===== src/hw/bpm_pkg.sv =====
/*
 * package of the breakpoint match unit: register offsets, control field
 * positions, reset values and mode codes.
 * assumes a 32-bit memory-mapped register port with offsets taken
 * relative to the register window base, and a core with two load/store ports.
 */
// Functional notes
// - instruction matching only while instr_bp_enable set
// - non-inverted: low <= iaddr <= high matches
// - inverted: iaddr below low or above high
// - each instruction match gives one event pulse
// - reset clears instruction control register
// - instruction range registers not reset
// - data_bp_mode zero disables data events
// - modes 1,3 compare selected load/store addresses
// - data range inside or outside per invert
// - range compare ignores memory aperture
// - modes 2,3 compare selected load/store data
// - only mask-one bits take part
// - value_compare_invert chooses equal or differ
// - mode 3 needs address and value together
// - each data match gives a count event
// - both load/store ports judged independently
// - reset clears data control register only
// - data range, value, mask not reset
// - count per cycle is zero, one or two
package bpm_pkg;

    // ************************************************************
    // register offsets from the window base
    // ************************************************************
    localparam logic [31:0] BPM_OFF_INSTR_CTL   = 32'h0010_1000; // instr_bp_control
    localparam logic [31:0] BPM_OFF_INSTR_LOW   = 32'h0010_1010; // instruction range low
    localparam logic [31:0] BPM_OFF_INSTR_HIGH  = 32'h0010_1014; // instruction range high
    localparam logic [31:0] BPM_OFF_DATA_CTL    = 32'h0010_1020; // data_bp_control
    localparam logic [31:0] BPM_OFF_DATA_LOW    = 32'h0010_1030; // data_bp_range_low
    localparam logic [31:0] BPM_OFF_DATA_HIGH   = 32'h0010_1034; // data_bp_range_high
    localparam logic [31:0] BPM_OFF_DATA_VALUE  = 32'h0010_1038; // data_bp_compare_value
    localparam logic [31:0] BPM_OFF_DATA_MASK   = 32'h0010_103C; // data_bp_compare_mask

    // ************************************************************
    // control field positions
    // ************************************************************
    localparam int BPM_ICTL_ENABLE_BIT  = 0; // instr_bp_enable
    localparam int BPM_ICTL_INVERT_BIT  = 1; // instr_range_invert
    localparam int BPM_ICTL_WIDTH       = 2;
    localparam int BPM_DCTL_MODE_LSB    = 0; // data_bp_mode, two bits
    localparam int BPM_DCTL_LOADS_BIT   = 2; // match_loads
    localparam int BPM_DCTL_STORES_BIT  = 3; // match_stores
    localparam int BPM_DCTL_RINV_BIT    = 4; // data_range_invert
    localparam int BPM_DCTL_VINV_BIT    = 5; // value_compare_invert
    localparam int BPM_DCTL_WIDTH       = 6;

    // ************************************************************
    // reset values and mode codes
    // ************************************************************
    localparam logic [BPM_ICTL_WIDTH-1:0] BPM_ICTL_RESET = 2'h0;
    localparam logic [BPM_DCTL_WIDTH-1:0] BPM_DCTL_RESET = 6'h00;
    localparam logic [1:0] BPM_MODE_OFF   = 2'h0; // no data events
    localparam logic [1:0] BPM_MODE_ADDR  = 2'h1; // address range only
    localparam logic [1:0] BPM_MODE_VALUE = 2'h2; // masked value only
    localparam logic [1:0] BPM_MODE_BOTH  = 2'h3; // address and value together

endpackage


===== src/hw/bpm_compare.sv =====
/*
 * one access comparator: range test and masked value test, combined per mode.
 * assumes all inputs are stable within the cycle; purely combinational.
 */
`timescale 1ns/1ps
module bpm_compare #(
    parameter int ADDR_W = 32,
    parameter int DATA_W = 32
) (
    input  wire logic [ADDR_W-1:0] addr_i,      // access address
    input  wire logic [DATA_W-1:0] data_i,      // access data
    input  wire logic [ADDR_W-1:0] low_i,       // range low bound
    input  wire logic [ADDR_W-1:0] high_i,      // range high bound
    input  wire logic              range_inv_i, // match outside range
    input  wire logic [DATA_W-1:0] value_i,     // compare value
    input  wire logic [DATA_W-1:0] mask_i,      // compare mask
    input  wire logic              value_inv_i, // match on differ
    input  wire logic [1:0]        mode_i,      // which tests apply
    output logic                   match_o      // combined result
);
    import bpm_pkg::*;

    // ************************************************************
    // tests
    // ************************************************************
    logic in_range;  // low <= addr <= high
    logic addr_hit;  // range result after invert
    logic val_eq;    // masked equality
    logic val_hit;   // value result after invert

    // plain unsigned compare, no aperture decode
    assign in_range = (addr_i >= low_i) && (addr_i <= high_i);
    assign addr_hit = range_inv_i ? !in_range : in_range;
    assign val_eq   = ((data_i & mask_i) == (value_i & mask_i));
    assign val_hit  = value_inv_i ? !val_eq : val_eq;

    // combine per mode
    always_comb begin
        case (mode_i)
            BPM_MODE_ADDR:  match_o = addr_hit;            // address only
            BPM_MODE_VALUE: match_o = val_hit;             // value only
            BPM_MODE_BOTH:  match_o = addr_hit && val_hit; // both together
            default:        match_o = 1'b0;                // disabled
        endcase
    end

endmodule


===== src/hw/bpm_unit.sv =====
/*
 * breakpoint match unit: memory-mapped control registers, instruction
 * address range matching and dual-port data address/value matching, with
 * registered event pulses offered to the timers as count sources.
 * assumes a single cpu clock, synchronous inputs, and a simple register
 * port whose write and read strobes each last one cycle.
 */
`timescale 1ns/1ps
module bpm_unit #(
    parameter int ADDR_W  = 32,
    parameter int DATA_W  = 32,
    parameter int N_PORTS = 2
) (
    input  wire logic                         clk_i,          // cpu clock
    input  wire logic                         arst_n_i,       // async reset, low
    input  wire logic                         ce_i,           // clock enable
    // register port
    input  wire logic [31:0]                  reg_addr_i,     // offset from window base
    input  wire logic                         reg_wr_i,       // write strobe
    input  wire logic                         reg_rd_i,       // read strobe
    input  wire logic [31:0]                  reg_wdata_i,    // write data
    output logic [31:0]                       reg_rdata_o,    // read data, next cycle
    // instruction fetch
    input  wire logic                         instr_valid_i,  // address issued
    input  wire logic [ADDR_W-1:0]            instr_addr_i,   // instruction address
    // load/store ports
    input  wire logic [N_PORTS-1:0]           ls_valid_i,     // access issued
    input  wire logic [N_PORTS-1:0]           ls_store_i,     // 1 store, 0 load
    input  wire logic [N_PORTS-1:0][ADDR_W-1:0] ls_addr_i,    // access address
    input  wire logic [N_PORTS-1:0][DATA_W-1:0] ls_data_i,    // access data
    // timer count sources
    output logic                              instr_bp_event_o, // instruction match
    output logic [N_PORTS-1:0]                data_bp_event_o,  // data match per port
    output logic [1:0]                        data_bp_count_o   // data matches this cycle
);
    import bpm_pkg::*;

    // ************************************************************
    // registers
    // ************************************************************
    logic [BPM_ICTL_WIDTH-1:0] ictl_q;      // instr_bp_control
    logic [BPM_DCTL_WIDTH-1:0] dctl_q;      // data_bp_control
    logic [ADDR_W-1:0]         ilow_q;      // instruction range low
    logic [ADDR_W-1:0]         ihigh_q;     // instruction range high
    logic [ADDR_W-1:0]         dlow_q;      // data range low
    logic [ADDR_W-1:0]         dhigh_q;     // data range high
    logic [DATA_W-1:0]         dval_q;      // compare value
    logic [DATA_W-1:0]         dmask_q;     // compare mask
    logic [31:0]               rdata_q;     // read data
    logic                      ievent_q;    // instruction event
    logic [N_PORTS-1:0]        devent_q;    // data events
    logic [1:0]                dcount_q;    // data event count

    // decoded fields
    logic       ictl_en;     // instr_bp_enable
    logic       ictl_inv;    // instr_range_invert
    logic [1:0] dctl_mode;   // data_bp_mode
    logic       dctl_loads;  // match_loads
    logic       dctl_stores; // match_stores
    logic       dctl_rinv;   // data_range_invert
    logic       dctl_vinv;   // value_compare_invert

    assign ictl_en     = ictl_q[BPM_ICTL_ENABLE_BIT];
    assign ictl_inv    = ictl_q[BPM_ICTL_INVERT_BIT];
    assign dctl_mode   = dctl_q[BPM_DCTL_MODE_LSB +: 2];
    assign dctl_loads  = dctl_q[BPM_DCTL_LOADS_BIT];
    assign dctl_stores = dctl_q[BPM_DCTL_STORES_BIT];
    assign dctl_rinv   = dctl_q[BPM_DCTL_RINV_BIT];
    assign dctl_vinv   = dctl_q[BPM_DCTL_VINV_BIT];

    // ************************************************************
    // register writes
    // ************************************************************
    // control registers, cleared by reset
    always_ff @(posedge clk_i or negedge arst_n_i) begin
        if (!arst_n_i) begin
            ictl_q <= BPM_ICTL_RESET;
            dctl_q <= BPM_DCTL_RESET;
        end else if (ce_i && reg_wr_i) begin
            if (reg_addr_i == BPM_OFF_INSTR_CTL) begin
                ictl_q <= reg_wdata_i[BPM_ICTL_WIDTH-1:0];
            end
            if (reg_addr_i == BPM_OFF_DATA_CTL) begin
                dctl_q <= reg_wdata_i[BPM_DCTL_WIDTH-1:0];
            end
        end
    end

    // range, value and mask registers, left unreset
    // no reset on bounds and compare words
    always_ff @(posedge clk_i) begin
        if (ce_i && reg_wr_i) begin
            case (reg_addr_i)
                BPM_OFF_INSTR_LOW:  ilow_q  <= reg_wdata_i[ADDR_W-1:0];
                BPM_OFF_INSTR_HIGH: ihigh_q <= reg_wdata_i[ADDR_W-1:0];
                BPM_OFF_DATA_LOW:   dlow_q  <= reg_wdata_i[ADDR_W-1:0];
                BPM_OFF_DATA_HIGH:  dhigh_q <= reg_wdata_i[ADDR_W-1:0];
                BPM_OFF_DATA_VALUE: dval_q  <= reg_wdata_i[DATA_W-1:0];
                BPM_OFF_DATA_MASK:  dmask_q <= reg_wdata_i[DATA_W-1:0];
                default:            ;  // unmapped writes ignored
            endcase
        end
    end

    // ************************************************************
    // register reads
    // ************************************************************
    // read data registered; unmapped offsets read zero
    always_ff @(posedge clk_i or negedge arst_n_i) begin
        if (!arst_n_i) begin
            rdata_q <= 32'h0000_0000;
        end else if (ce_i && reg_rd_i) begin
            case (reg_addr_i)
                BPM_OFF_INSTR_CTL:  rdata_q <= 32'(ictl_q);
                BPM_OFF_INSTR_LOW:  rdata_q <= 32'(ilow_q);
                BPM_OFF_INSTR_HIGH: rdata_q <= 32'(ihigh_q);
                BPM_OFF_DATA_CTL:   rdata_q <= 32'(dctl_q);
                BPM_OFF_DATA_LOW:   rdata_q <= 32'(dlow_q);
                BPM_OFF_DATA_HIGH:  rdata_q <= 32'(dhigh_q);
                BPM_OFF_DATA_VALUE: rdata_q <= 32'(dval_q);
                BPM_OFF_DATA_MASK:  rdata_q <= 32'(dmask_q);
                default:            rdata_q <= 32'h0000_0000;
            endcase
        end
    end

    // ************************************************************
    // comparators
    // ************************************************************
    logic               imatch;   // instruction range match
    logic [N_PORTS-1:0] dmatch;   // data match per port
    logic [N_PORTS-1:0] dsel;     // access kind selected

    // instruction path uses the range test only
    bpm_compare #(.ADDR_W(ADDR_W), .DATA_W(DATA_W)) u_icmp (
        .addr_i      (instr_addr_i),
        .data_i      ({DATA_W{1'b0}}),
        .low_i       (ilow_q),
        .high_i      (ihigh_q),
        .range_inv_i (ictl_inv),
        .value_i     ({DATA_W{1'b0}}),
        .mask_i      ({DATA_W{1'b0}}),
        .value_inv_i (1'b0),
        .mode_i      (BPM_MODE_ADDR),
        .match_o     (imatch)
    );

    // one independent comparator per load/store port
    for (genvar p = 0; p < N_PORTS; p++) begin : g_port
        assign dsel[p] = ls_valid_i[p] && (ls_store_i[p] ? dctl_stores : dctl_loads);
        bpm_compare #(.ADDR_W(ADDR_W), .DATA_W(DATA_W)) u_dcmp (
            .addr_i      (ls_addr_i[p]),
            .data_i      (ls_data_i[p]),
            .low_i       (dlow_q),
            .high_i      (dhigh_q),
            .range_inv_i (dctl_rinv),
            .value_i     (dval_q),
            .mask_i      (dmask_q),
            .value_inv_i (dctl_vinv),
            .mode_i      (dctl_mode),
            .match_o     (dmatch[p])
        );
    end

    // ************************************************************
    // event outputs
    // ************************************************************
    // instruction event pulse
    always_ff @(posedge clk_i or negedge arst_n_i) begin
        if (!arst_n_i) begin
            ievent_q <= 1'b0;
        end else if (ce_i) begin
            // gated by enable, one pulse per match
            ievent_q <= ictl_en && instr_valid_i && imatch;
        end
    end

    // data event pulses and per-cycle count
    always_ff @(posedge clk_i or negedge arst_n_i) begin
        if (!arst_n_i) begin
            devent_q <= '0;
            dcount_q <= 2'h0;
        end else if (ce_i) begin
            devent_q <= (dctl_mode != BPM_MODE_OFF) ? (dsel & dmatch) : '0;
            // zero, one or two per cycle
            dcount_q <= (dctl_mode != BPM_MODE_OFF) ? 2'($countones(dsel & dmatch)) : 2'h0;
        end
    end

    assign reg_rdata_o      = rdata_q;
    assign instr_bp_event_o = ievent_q;
    assign data_bp_event_o  = devent_q;
    assign data_bp_count_o  = dcount_q;

    // ************************************************************
    // assertions
    // ************************************************************
    property p_instr_hit;
        @(posedge clk_i) disable iff (!arst_n_i)
        (ce_i && ictl_en && !ictl_inv && instr_valid_i &&
         instr_addr_i >= ilow_q && instr_addr_i <= ihigh_q) |=> instr_bp_event_o;
    endproperty
    a_instr_hit: assert property (p_instr_hit) else $error("instr match missed");

    property p_instr_off;
        @(posedge clk_i) disable iff (!arst_n_i)
        (ce_i && !ictl_en) |=> !instr_bp_event_o;
    endproperty
    a_instr_off: assert property (p_instr_off) else $error("instr event while off");

    property p_instr_inv;
        @(posedge clk_i) disable iff (!arst_n_i)
        (ce_i && ictl_en && ictl_inv && instr_valid_i &&
         (instr_addr_i < ilow_q || instr_addr_i > ihigh_q)) |=> instr_bp_event_o;
    endproperty
    a_instr_inv: assert property (p_instr_inv) else $error("inverted match missed");

    property p_data_off;
        @(posedge clk_i) disable iff (!arst_n_i)
        (ce_i && dctl_mode == BPM_MODE_OFF) |=> (data_bp_event_o == '0);
    endproperty
    a_data_off: assert property (p_data_off) else $error("data event in mode 0");

    property p_count;
        @(posedge clk_i) disable iff (!arst_n_i)
        data_bp_count_o == 2'($countones(data_bp_event_o));
    endproperty
    a_count: assert property (p_count) else $error("count disagrees");

    property p_both_needs_addr;
        @(posedge clk_i) disable iff (!arst_n_i)
        (ce_i && dctl_mode == BPM_MODE_BOTH && !dctl_rinv &&
         (ls_addr_i[0] < dlow_q || ls_addr_i[0] > dhigh_q)) |=> !data_bp_event_o[0];
    endproperty
    a_both_needs_addr: assert property (p_both_needs_addr) else $error("mode 3 no addr");

    property p_value_differ;
        @(posedge clk_i) disable iff (!arst_n_i)
        (ce_i && dctl_mode == BPM_MODE_VALUE && dctl_vinv && dctl_stores &&
         ls_valid_i[1] && ls_store_i[1] &&
         ((ls_data_i[1] & dmask_q) != (dval_q & dmask_q))) |=> data_bp_event_o[1];
    endproperty
    a_value_differ: assert property (p_value_differ) else $error("differ missed");

    property p_port0_load;
        @(posedge clk_i) disable iff (!arst_n_i)
        (ce_i && ls_valid_i[0] && !ls_store_i[0] && !dctl_loads) |=> !data_bp_event_o[0];
    endproperty
    a_port0_load: assert property (p_port0_load) else $error("unselected load hit");

    property p_freeze;
        @(posedge clk_i) disable iff (!arst_n_i)
        !ce_i |=> ($stable(data_bp_event_o) && $stable(instr_bp_event_o));
    endproperty
    a_freeze: assert property (p_freeze) else $error("state moved with ce low");

    // non-inverted: above the high bound stays quiet
    property p_instr_miss;
        @(posedge clk_i) disable iff (!arst_n_i)
        (ce_i && !ictl_inv && instr_addr_i > ihigh_q) |=> !instr_bp_event_o;
    endproperty
    a_instr_miss: assert property (p_instr_miss) else $error("instr hit above range");

    property p_load_in_range;
        @(posedge clk_i) disable iff (!arst_n_i)
        (ce_i && dctl_mode == BPM_MODE_ADDR && dctl_loads && !dctl_rinv &&
         ls_valid_i[0] && !ls_store_i[0] &&
         ls_addr_i[0] >= dlow_q && ls_addr_i[0] <= dhigh_q) |=> data_bp_event_o[0];
    endproperty
    a_load_in_range: assert property (p_load_in_range) else $error("range hit missed");

    property p_value_equal;
        @(posedge clk_i) disable iff (!arst_n_i)
        (ce_i && dctl_mode == BPM_MODE_VALUE && !dctl_vinv && dctl_loads &&
         ls_valid_i[0] && !ls_store_i[0] &&
         ((ls_data_i[0] & dmask_q) == (dval_q & dmask_q))) |=> data_bp_event_o[0];
    endproperty
    a_value_equal: assert property (p_value_equal) else $error("value hit missed");

    property p_port1_store;
        @(posedge clk_i) disable iff (!arst_n_i)
        (ce_i && ls_valid_i[1] && ls_store_i[1] && !dctl_stores) |=> !data_bp_event_o[1];
    endproperty
    a_port1_store: assert property (p_port1_store) else $error("unselected store hit");

    // controls read zero once reset lifts
    property p_ctl_clear;
        @(posedge clk_i)
        $rose(arst_n_i) |-> (ictl_q == BPM_ICTL_RESET && dctl_q == BPM_DCTL_RESET);
    endproperty
    a_ctl_clear: assert property (p_ctl_clear) else $error("controls not cleared");

    c_instr: cover property (@(posedge clk_i) disable iff (!arst_n_i) instr_bp_event_o);
    c_two:   cover property (@(posedge clk_i) disable iff (!arst_n_i) data_bp_count_o == 2'h2);
    c_both:  cover property (@(posedge clk_i) disable iff (!arst_n_i)
                             dctl_mode == BPM_MODE_BOTH ##1 data_bp_event_o[0]);

endmodule


===== config.mk =====
export PLATFORM = sky130hd
export DESIGN_NAME = bpm_unit
export DESIGN_NICKNAME = d
export VERILOG_FILES = /design/src/hw/bpm_pkg.sv /design/src/hw/bpm_compare.sv /design/src/hw/bpm_unit.sv
export SDC_FILE = /design/constraint.sdc
export NUM_CORES = 1
export LEC_CHECK = 0
export BUFFER_PORTS_ARGS = -buffer_cell sky130_fd_sc_hd__buf_2
export CAP_MARGIN = 25
export CORE_UTILIZATION = 53
export CTS_BUF_LIST = sky130_fd_sc_hd__clkbuf_4 sky130_fd_sc_hd__clkbuf_8
export CTS_CLUSTER_DIAMETER = 200
export DETAILED_ROUTE_END_ITERATION = 7
export GPL_TIMING_DRIVEN = 0
export PLACE_DENSITY = 0.8
export SYNTH_ARGS = -nofsm -noshare
export SYNTH_HDL_FRONTEND = slang
export SYNTH_SLANG_ARGS = --single-unit

===== constraint.sdc =====
create_clock -name clk_i -period 2.4 [get_ports clk_i]
set_input_delay 0.48 -clock clk_i [delete_from_list [all_inputs] [get_ports clk_i]]
set_output_delay 0.48 -clock clk_i [all_outputs]
set_load 0.005 [all_outputs]

==> run summary, run 1 <==
The count of flip-flops with a built-in enable after synthesis came out at 192. The number of hold violations in the final report came out at 0. The maximum fanout along the worst path came out at 2. The net count of the finished layout came out at 2003.

The clock-pin slew of the registers on the worst-case setup and hold paths is 70 ps. After layout, the worst setup slack is -703 ps. The number of endpoints failing setup at the final stage came out at 37. The post-route clock skew is 27.2 ps.

The number of global-route vias before repair came out at 12100. The tightest min-delay check is of the input pin to flop type. The synthesis-to-finish area growth is 22.8%. The routed wirelength normalized by instance count is 24.3 um. The fraction of synthesis flops using an asynchronous set or reset pin came out at 0.190. The die span in x came out at 167 um. The total design power is 8.68 mW. The initialized floorplan defines 60 standard-cell rows. The max-slew violation count came out at 0.

Power spread over the standard cell area amounts to 490 nW/um^2. The worst-case register-to-register setup slack is -700 ps. The number of max-capacitance violations reported came out at 0. The minimum clock period is 3100 ps.

The transition at the pin with the smallest max-transition slack is 1050 ps. STA classifies the critical path startpoint as a flop. Yosys printed 0 warnings. The tree is rooted in a sky130_fd_sc_hd__clkbuf_8.

The final core area utilization is 0.661. The core area is 26800 um^2. After the first detailed-routing iteration, the DRC count stood at 1287. The relative slew slack came out at 0.302. Among all flip-flop cells after synthesis, the most frequent one is sky130_fd_sc_hd__edfxtp_1. The number of remaining DRC errors is 0.

The final setup TNS came out at -3960 ps. The total I/O pin count is 271. Using the TritonRoute via totals, the vias-per-cell ratio works out to 6.28. The fraction of layout cells with a size suffix above 1 is 0.293. The cell taking the most area after synthesis is sky130_fd_sc_hd__edfxtp_1. Entering global routing, the biggest net connects 33 pins. The CTS tree is yes. The proportion of netlist area held by the largest area contributor came out at 0.400. The number of distinct library cells after synthesis is 67.

The total vias in the final route is 12200. The maximum clock frequency is 322 MHz. The number of antenna violations at the first check in global routing came to 9.

The number of buffers on the longest clock path came out at 3. In the post-synthesis netlist, the biggest area contributors are sky130_fd_sc_hd__edfxtp_1 (40%), sky130_fd_sc_hd__ha_1 (17%), sky130_fd_sc_hd__dfrtp_1 (7.8%). The number of nets in the synthesized netlist is 1670. The HPWL after detailed placement is 37400 um.

The data arrival time at the worst-slack endpoint is 3520 ps. TritonCTS created 35 clock buffers. The initial standard-cell utilization of the core came out at 0.538. Routability-driven placement finished with a final weighted congestion of 1.03. The clock latency on the worst-skew pair is 520 ps. Of the synthesized area, sequential elements account for 0.478. The count of nets left with antenna violations after detail routing is 0. The number of sinks on the clock net came out at 237. The remaining global-route overflow is 0. The required time of the worst setup path came out at 2820 ps. The mean instance size in the synthesized netlist came out at 11.6 um^2. The synthesized design contains 237 register bits. The post-synthesis instance area is 14400 um^2. For this run, the total global-route usage over all layers was measured as 0.333. The run finished, with violations left.

The count of TritonRoute iterations in the first routing pass came out at 8. The checks that failed: setup timing. The leakage component of the power is 8.05 nW.

The chip height is 167 um. Of the available clock period, the critical path in the final layout requires 1.29. The number of port buffers came out at 269. The first-pass GRT wire length came out at 69300 um. The maximum vdd drop came out at 280 uV. The worst setup path is captured at a flop. Setup repair after global routing could not meet its margin everywhere.

The maximum level of the CTS H-tree came out at 2. The critical path is of the flop to flop type. The total wire length after detailed routing is 47200 um.

The count of mapped cells out of synthesis came out at 1243. The full die area came out at 27900 um^2.
cells in the mapped netlist (26+ instances only):
cell type / instances
sky130_fd_sc_hd__o21ai_1: 26
sky130_fd_sc_hd__xor2_1: 64
sky130_fd_sc_hd__edfxtp_1: 192
sky130_fd_sc_hd__a21oi_1: 62
sky130_fd_sc_hd__dfrtp_1: 45
sky130_fd_sc_hd__inv_1: 139
sky130_fd_sc_hd__nand4_1: 41
sky130_fd_sc_hd__a21o_1: 33
sky130_fd_sc_hd__ha_1: 193
sky130_fd_sc_hd__a221oi_1: 28
sky130_fd_sc_hd__nand2_1: 93
sky130_fd_sc_hd__a22oi_1: 85
placed cells by master (no fill, tap or decap), types with 4 or more instances in the layout:
master                      netlist  final
sky130_fd_sc_hd__buf_2           17    284
sky130_fd_sc_hd__edfxtp_1       192    192
sky130_fd_sc_hd__ha_1           193    180
sky130_fd_sc_hd__inv_1          139    128
sky130_fd_sc_hd__nand2_1         93     92
sky130_fd_sc_hd__a22oi_1         85     85
sky130_fd_sc_hd__xor2_1          64     64
sky130_fd_sc_hd__a21oi_1         62     60
sky130_fd_sc_hd__dfrtp_1         45     45
sky130_fd_sc_hd__nand4_1         41     41
sky130_fd_sc_hd__clkbuf_8         0     38
sky130_fd_sc_hd__a21o_1          33     33
sky130_fd_sc_hd__o21ai_1         26     29
sky130_fd_sc_hd__a221oi_1        28     26
sky130_fd_sc_hd__nand3_1         23     23
sky130_fd_sc_hd__buf_4            2     21
sky130_fd_sc_hd__clkbuf_4         0     18
sky130_fd_sc_hd__o21ai_0         20     15
sky130_fd_sc_hd__nor4_4           7     14
sky130_fd_sc_hd__ha_4             0     13
sky130_fd_sc_hd__nor2_1          12     12
sky130_fd_sc_hd__a222oi_1        12     12
sky130_fd_sc_hd__inv_2            0     11
sky130_fd_sc_hd__mux2_2          10     10
sky130_fd_sc_hd__o21a_1           8      8
sky130_fd_sc_hd__nor3_1          10      7
sky130_fd_sc_hd__nor2b_1          9      7
sky130_fd_sc_hd__clkbuf_1         7      7
sky130_fd_sc_hd__and4_1           7      6
sky130_fd_sc_hd__buf_6            1      6
sky130_fd_sc_hd__a31oi_1          6      6
sky130_fd_sc_hd__diode_2          0      5
sky130_fd_sc_hd__a211oi_1         7      5
sky130_fd_sc_hd__nor4b_4          2      4
sky130_fd_sc_hd__a2111oi_4        0      4
sky130_fd_sc_hd__a2111oi_0        9      4
sky130_fd_sc_hd__o211ai_1         4      4
sky130_fd_sc_hd__nand2b_1         5      4
sky130_fd_sc_hd__and2_1           4      4
cells by family (layout without fill, tap and decap cells):
kind of cell | after synthesis | in the layout | synth area share
multiplexers | 12 | 12 | 0.00919
AO/OA/AOI/OAI | 325 | 325 | 0.159
flip-flops | 237 | 237 | 0.478
AND/OR/NAND/NOR | 244 | 244 | 0.101
buffers and inverters | 166 | 525 | 0.0457
XOR/XNOR | 66 | 66 | 0.0401
other | 0 | 5 | 0
adder cells (fa/ha/maj) | 193 | 193 | 0.167
registers in the layout, summed over array words and instances (netlist names):
register	flops
ictl_q	2
dctl_q	6
ihigh_q	32
dmask_q	32
data_bp_count_o	2
dhigh_q	32
reg_rdata_o	32
data_bp_event_o	2
dval_q	32
instr_bp_event_o	1
ilow_q	32
dlow_q	32
repair_timing:
action / CTS / global route
cloned: 0 / 0
gates resized for setup: 53 / 13
endpoints found under the hold margin: 23 / 0
hold buffers: 1 / 0
setup buffers: 14 / 3
setup endpoints to repair: 79 / 63
pin swaps: 25 / 11
cell type report:
class	instances	area [um^2]
antenna	5	12.5
sequential	237	6890
buffer	27	143
multi-input combinational	840	7390
clock buffer	56	658
inverter	139	522
fill	1985	9080
clock inverter	7	60.1
tap	341	427
timing repair buffer	296	1620
power by group:
part | switching, mW | internal (mW)
sequential | 0.00000000141 | 4.44
combinational | 0.496 | 0.364
clock | 1.52 | 1.85
total | 2.02 | 6.66
stage by stage:
| stage | hold WS (ps) | instance area, um^2 | setup slack (ps) | std cells |
|---|---|---|---|---|
| final | 219 | 17700 | -703 | 1948 |
| after global routing | 203 | 17700 | -786 | 1944 |
| after CTS | 213 | 17600 | -711 | 1940 |
| after detailed placement | 461 | 16500 | -1380 | 1862 |
| after global placement | 459 | 16400 | -1340 | 1853 |
| after floorplan | 184 | 14600 | -390 | 1243 |
worst max-delay path, cell delays in order, from the launching register on:
cell                        delay [ps]
sky130_fd_sc_hd__edfxtp_1          380
sky130_fd_sc_hd__inv_2              70
sky130_fd_sc_hd__ha_4              260
sky130_fd_sc_hd__nand4_1           170
sky130_fd_sc_hd__a211o_1           310
sky130_fd_sc_hd__or4_4             420
sky130_fd_sc_hd__o211ai_1          350
sky130_fd_sc_hd__a31o_2            310
sky130_fd_sc_hd__and3b_2           220
sky130_fd_sc_hd__nor3_2             50
sky130_fd_sc_hd__ha_1              270
sky130_fd_sc_hd__nand2_1            50
sky130_fd_sc_hd__o2bb2ai_1         130
final timing paths:
path,endpoint,depth (start not counted),from
max reg2reg,data_bp_count_o[0]$_DFFE_PN0P_,12,dlow_q[9]$_DFFE_PP_
max in group asynchronous,reg_rdata_o[20]$_DFFE_PN0P_,3,arst_n_i
max,data_bp_count_o[0]$_DFFE_PN0P_,12,dlow_q[9]$_DFFE_PP_
min in group asynchronous,reg_rdata_o[2]$_DFFE_PN0P_,2,arst_n_i
min reg2reg,reg_rdata_o[0]$_DFFE_PN0P_,1,reg_rdata_o[0]$_DFFE_PN0P_
min,ihigh_q[8]$_DFFE_PP_,1,reg_wdata_i[8]
layer usage:
| layer | GRT usage | wire length [um] | up-vias |
|---|---|---|---|
| li1 | - | - | 5463 |
| met4 | 0.170 | 2620 | 8 |
| met1 | 0.414 | 17800 | 5836 |
| met5 | 0 | 53 | - |
| met3 | 0.0782 | 5010 | 173 |
| met2 | 0.544 | 21800 | 745 |
(Power assumes the default switching activity.)
==> run 2: changes to the inputs <==
--- a/config.mk
+++ b/config.mk
@@ -7,12 +7,12 @@
 export LEC_CHECK = 0
 export BUFFER_PORTS_ARGS = -buffer_cell sky130_fd_sc_hd__buf_2
 export CAP_MARGIN = 25
-export CORE_UTILIZATION = 53
+export CORE_UTILIZATION = 55
 export CTS_BUF_LIST = sky130_fd_sc_hd__clkbuf_4 sky130_fd_sc_hd__clkbuf_8
 export CTS_CLUSTER_DIAMETER = 200
 export DETAILED_ROUTE_END_ITERATION = 7
 export GPL_TIMING_DRIVEN = 0
-export PLACE_DENSITY = 0.8
+export PLACE_DENSITY = 0.79
 export SYNTH_ARGS = -nofsm -noshare
 export SYNTH_HDL_FRONTEND = slang
 export SYNTH_SLANG_ARGS = --single-unit
==> constraint.sdc (replaced) <==
create_clock -name clk_i -period 2.95 [get_ports clk_i]
set_input_delay 0.59 -clock clk_i [delete_from_list [all_inputs] [get_ports clk_i]]
set_output_delay 0.59 -clock clk_i [all_outputs]
set_load 0.005 [all_outputs]
==> run 2 against run 1 <==
Effect of this change:
- the flow still finishes with violations (setup timing)
- largest cell class unchanged
- final cell count is 0.31% lower
- power is 16% lower
- critical path type unchanged
- largest power group unchanged
- fmax fell by 0.58%
==> run summary, run 2 (synthesis results as in run 1) <==
The total power divided by cell area is 416 nW/um^2. The number of global-route vias before repair is 12100. The minimum clock period is 3120 ps.

The core area is 25500 um^2. For this configuration, the core starts out at a cell density of 0.566. STA classifies the critical path startpoint as a flop. The number of placement rows came out at 58. The maximum vdd drop came out at 218 uV. The chip height came out at 164 um. The worst setup path is captured at a flop. Once detailed placement completed, the half-perimeter wirelength came to 37800 um. The worst path buffer plus inverter count is 0. The critical path in this run is classified as flop to flop. The first-pass GRT wire length is 68500 um. The die span in x came out at 164 um.

The checks that failed: setup timing. The run finished, with violations left. The H-tree was split into 2 levels.

Walking the worst path, the cells encountered are xor2_1 > a22oi_1 > nand4_1 > nor4_2 > xnor2_1 > a211o_1 > nor3_2 > ha_1 > nand2_1 > o2bb2ai_1. The number of port buffers came out at 269. The final critical-path share of the clock period is 1.06.

The final core area utilization is 0.690. In this design, the stage delay of the slowest critical-path cell is 550 ps. The most common library cell in the layout ignoring fill and taps is sky130_fd_sc_hd__buf_2. Setup repair after global routing could not meet its margin everywhere.

The relative slew slack came out at 0.455. The total vias in the final route came out at 12000. The post-route clock skew came out at 23.5 ps. The net count of the finished layout is 2000. The clock latency on the worst-skew pair is 550 ps. The routed wirelength normalized by instance count is 24.1 um. The number of hold violations in the final report came out at 0. The worst min-delay path class is input pin to async pin.

In this run, the number of DRC markers left after iteration 0 of detailed routing was 1222. The max-slew violation count is 0. The maximum clock frequency is 320 MHz. In this run, CTS created clock tree buffers numbering 38. The tool flagged a number of max-cap violations equal to 0.

Once layout is complete, the cells apart from fillers number 1942. The number of antenna violations at the first check in global routing came out at 12. The root buffer cell chosen for the clock tree is sky130_fd_sc_hd__clkbuf_8. Among cell families on the critical path, the largest total delay comes from simple AND/OR/NAND/NOR gates. The transition at the pin with the smallest max-transition slack is 816 ps. After clock tree synthesis, the clock-pin slew on the worst setup and hold paths is 60 ps. For this run, the total global-route usage over all layers was measured as 0.350.

The count of TritonRoute iterations in the first routing pass is 5. In the routed layout, each cell is associated on average with a via count of 6.19. In the layout the commonest cells are sky130_fd_sc_hd__buf_2 (288), sky130_fd_sc_hd__edfxtp_1 (192), sky130_fd_sc_hd__ha_1 (189).

Summed over all cells, the static leakage comes to 8.03 nW. The library cell contributing the largest single delay on the critical path is sky130_fd_sc_hd__nor4_2. The number of endpoints failing setup at the final stage is 3. The global placer's final weighted congestion is 0.961. The full die area is 26900 um^2.

The remaining global-route overflow is 0. The total wire length after detailed routing is 46800 um. The critical path runs through a total of 10 cells. Entering global routing, the biggest net connects 28 pins. For the worst setup path, the data required time is 3360 ps. The synthesis-to-finish area growth is 21.8%. The total I/O pin count is 271. The maximum fanout along the worst path came out at 3. The number of hold buffers added after CTS was 0.

The number of instances in the placed design is 1854. The number of buffers on the longest clock path came out at 3. TritonCTS built the clock tree. In the final layout, the share of cells above drive strength 1 is 0.278. Across all setup checks in the final design, the least slack found is -171 ps.

After detailed routing, the number of remaining DRC violations is 0. The data arrival time at the worst-slack endpoint is 3530 ps. Counting cells, the worst reg-to-reg path comes to 10. CTS saw 237 sinks. The design draws 7.32 mW. The count of nets left with antenna violations after detail routing came out at 0.
-- run 2: changes by cell type in the layout (fill, tap and decap cells not counted), sizes merged --
| cell | change |
|---|---|
| buf | -5 |
| clkbuf | +7 |
| clkinv | -2 |
| clkinvlp | +1 |
| diode | +5 |
| dlygate4sd3 | -1 |
-- run 2: cell type report --
| class | instances | area (um^2) |
|---|---|---|
| repair buffers | 290 | 1620 |
| clock buffers | 63 | 754 |
| diodes | 10 | 25.0 |
| fillers | 1911 | 7900 |
| well taps | 330 | 413 |
| flip-flops and latches | 237 | 6890 |
| multi-input cells | 840 | 7150 |
| clock inverters | 6 | 60.1 |
| inverters | 139 | 522 |
| plain buffers | 27 | 138 |
-- run 2: where the power goes --
| group | switching, mW | internal [mW] |
|---|---|---|
| clock | 1.33 | 1.70 |
| sequential | 0.00000000117 | 3.62 |
| combinational | 0.382 | 0.285 |
| total | 1.71 | 5.61 |
-- run 2: worst paths after layout --
path | slack [ps] | end | start
min in group clk_i | 310 | dlow_q[31]$_DFFE_PP_ | reg_wdata_i[31]
hold reg to reg | 470 | reg_rdata_o[1]$_DFFE_PN0P_ | reg_rdata_o[1]$_DFFE_PN0P_
max in group asynchronous | 2230 | reg_rdata_o[14]$_DFFE_PN0P_ | arst_n_i
setup / recovery | -170 | data_bp_count_o[0]$_DFFE_PN0P_ | dval_q[22]$_DFFE_PP_
hold / removal | 120 | dctl_q[3]$_DFFE_PN0P_ | arst_n_i
setup reg to reg | -170 | data_bp_count_o[0]$_DFFE_PN0P_ | dval_q[22]$_DFFE_PP_
-- run 2: what timing repair did --
item / 4_1_cts / 5_1_grt
pin swaps: 7 / 10
endpoints found under the setup margin: 4 / 23
setup buffers: 4 / 5
resized for setup: 23 / 16
-- run 2: worst reg2reg max path, stage by stage, from the launching register on --
cell and delay (ps):
sky130_fd_sc_hd__edfxtp_1 470, sky130_fd_sc_hd__xor2_1 200, sky130_fd_sc_hd__a22oi_1 400, sky130_fd_sc_hd__nand4_1 250
sky130_fd_sc_hd__nor4_2 550, sky130_fd_sc_hd__xnor2_1 140, sky130_fd_sc_hd__a211o_1 410, sky130_fd_sc_hd__nor3_2 200
sky130_fd_sc_hd__ha_1 250, sky130_fd_sc_hd__nand2_1 60, sky130_fd_sc_hd__o2bb2ai_1 60
-- run 2: per-stage QoR --
stage	worst slack [ps]	hold WS [ps]	setup TNS, ps	instance area (um^2)
after floorplan	8.43	294	0	14500
final	-171	117	-363	17600
after detailed placement	-901	462	-27780	16400
after global placement	-1050	458	-154130	16300
after CTS	-105	116	-129	17400
after global routing	-231	149	-552	17500
-- run 2: metal layers --
layer | share of wire | vias up | GRT usage
met1 | 0.36 | 5774 | 0.419
met5 | 0.0017 | - | 0
met3 | 0.11 | 134 | 0.0932
met4 | 0.045 | 12 | 0.154
met2 | 0.48 | 639 | 0.591
li1 | - | 5467 | -
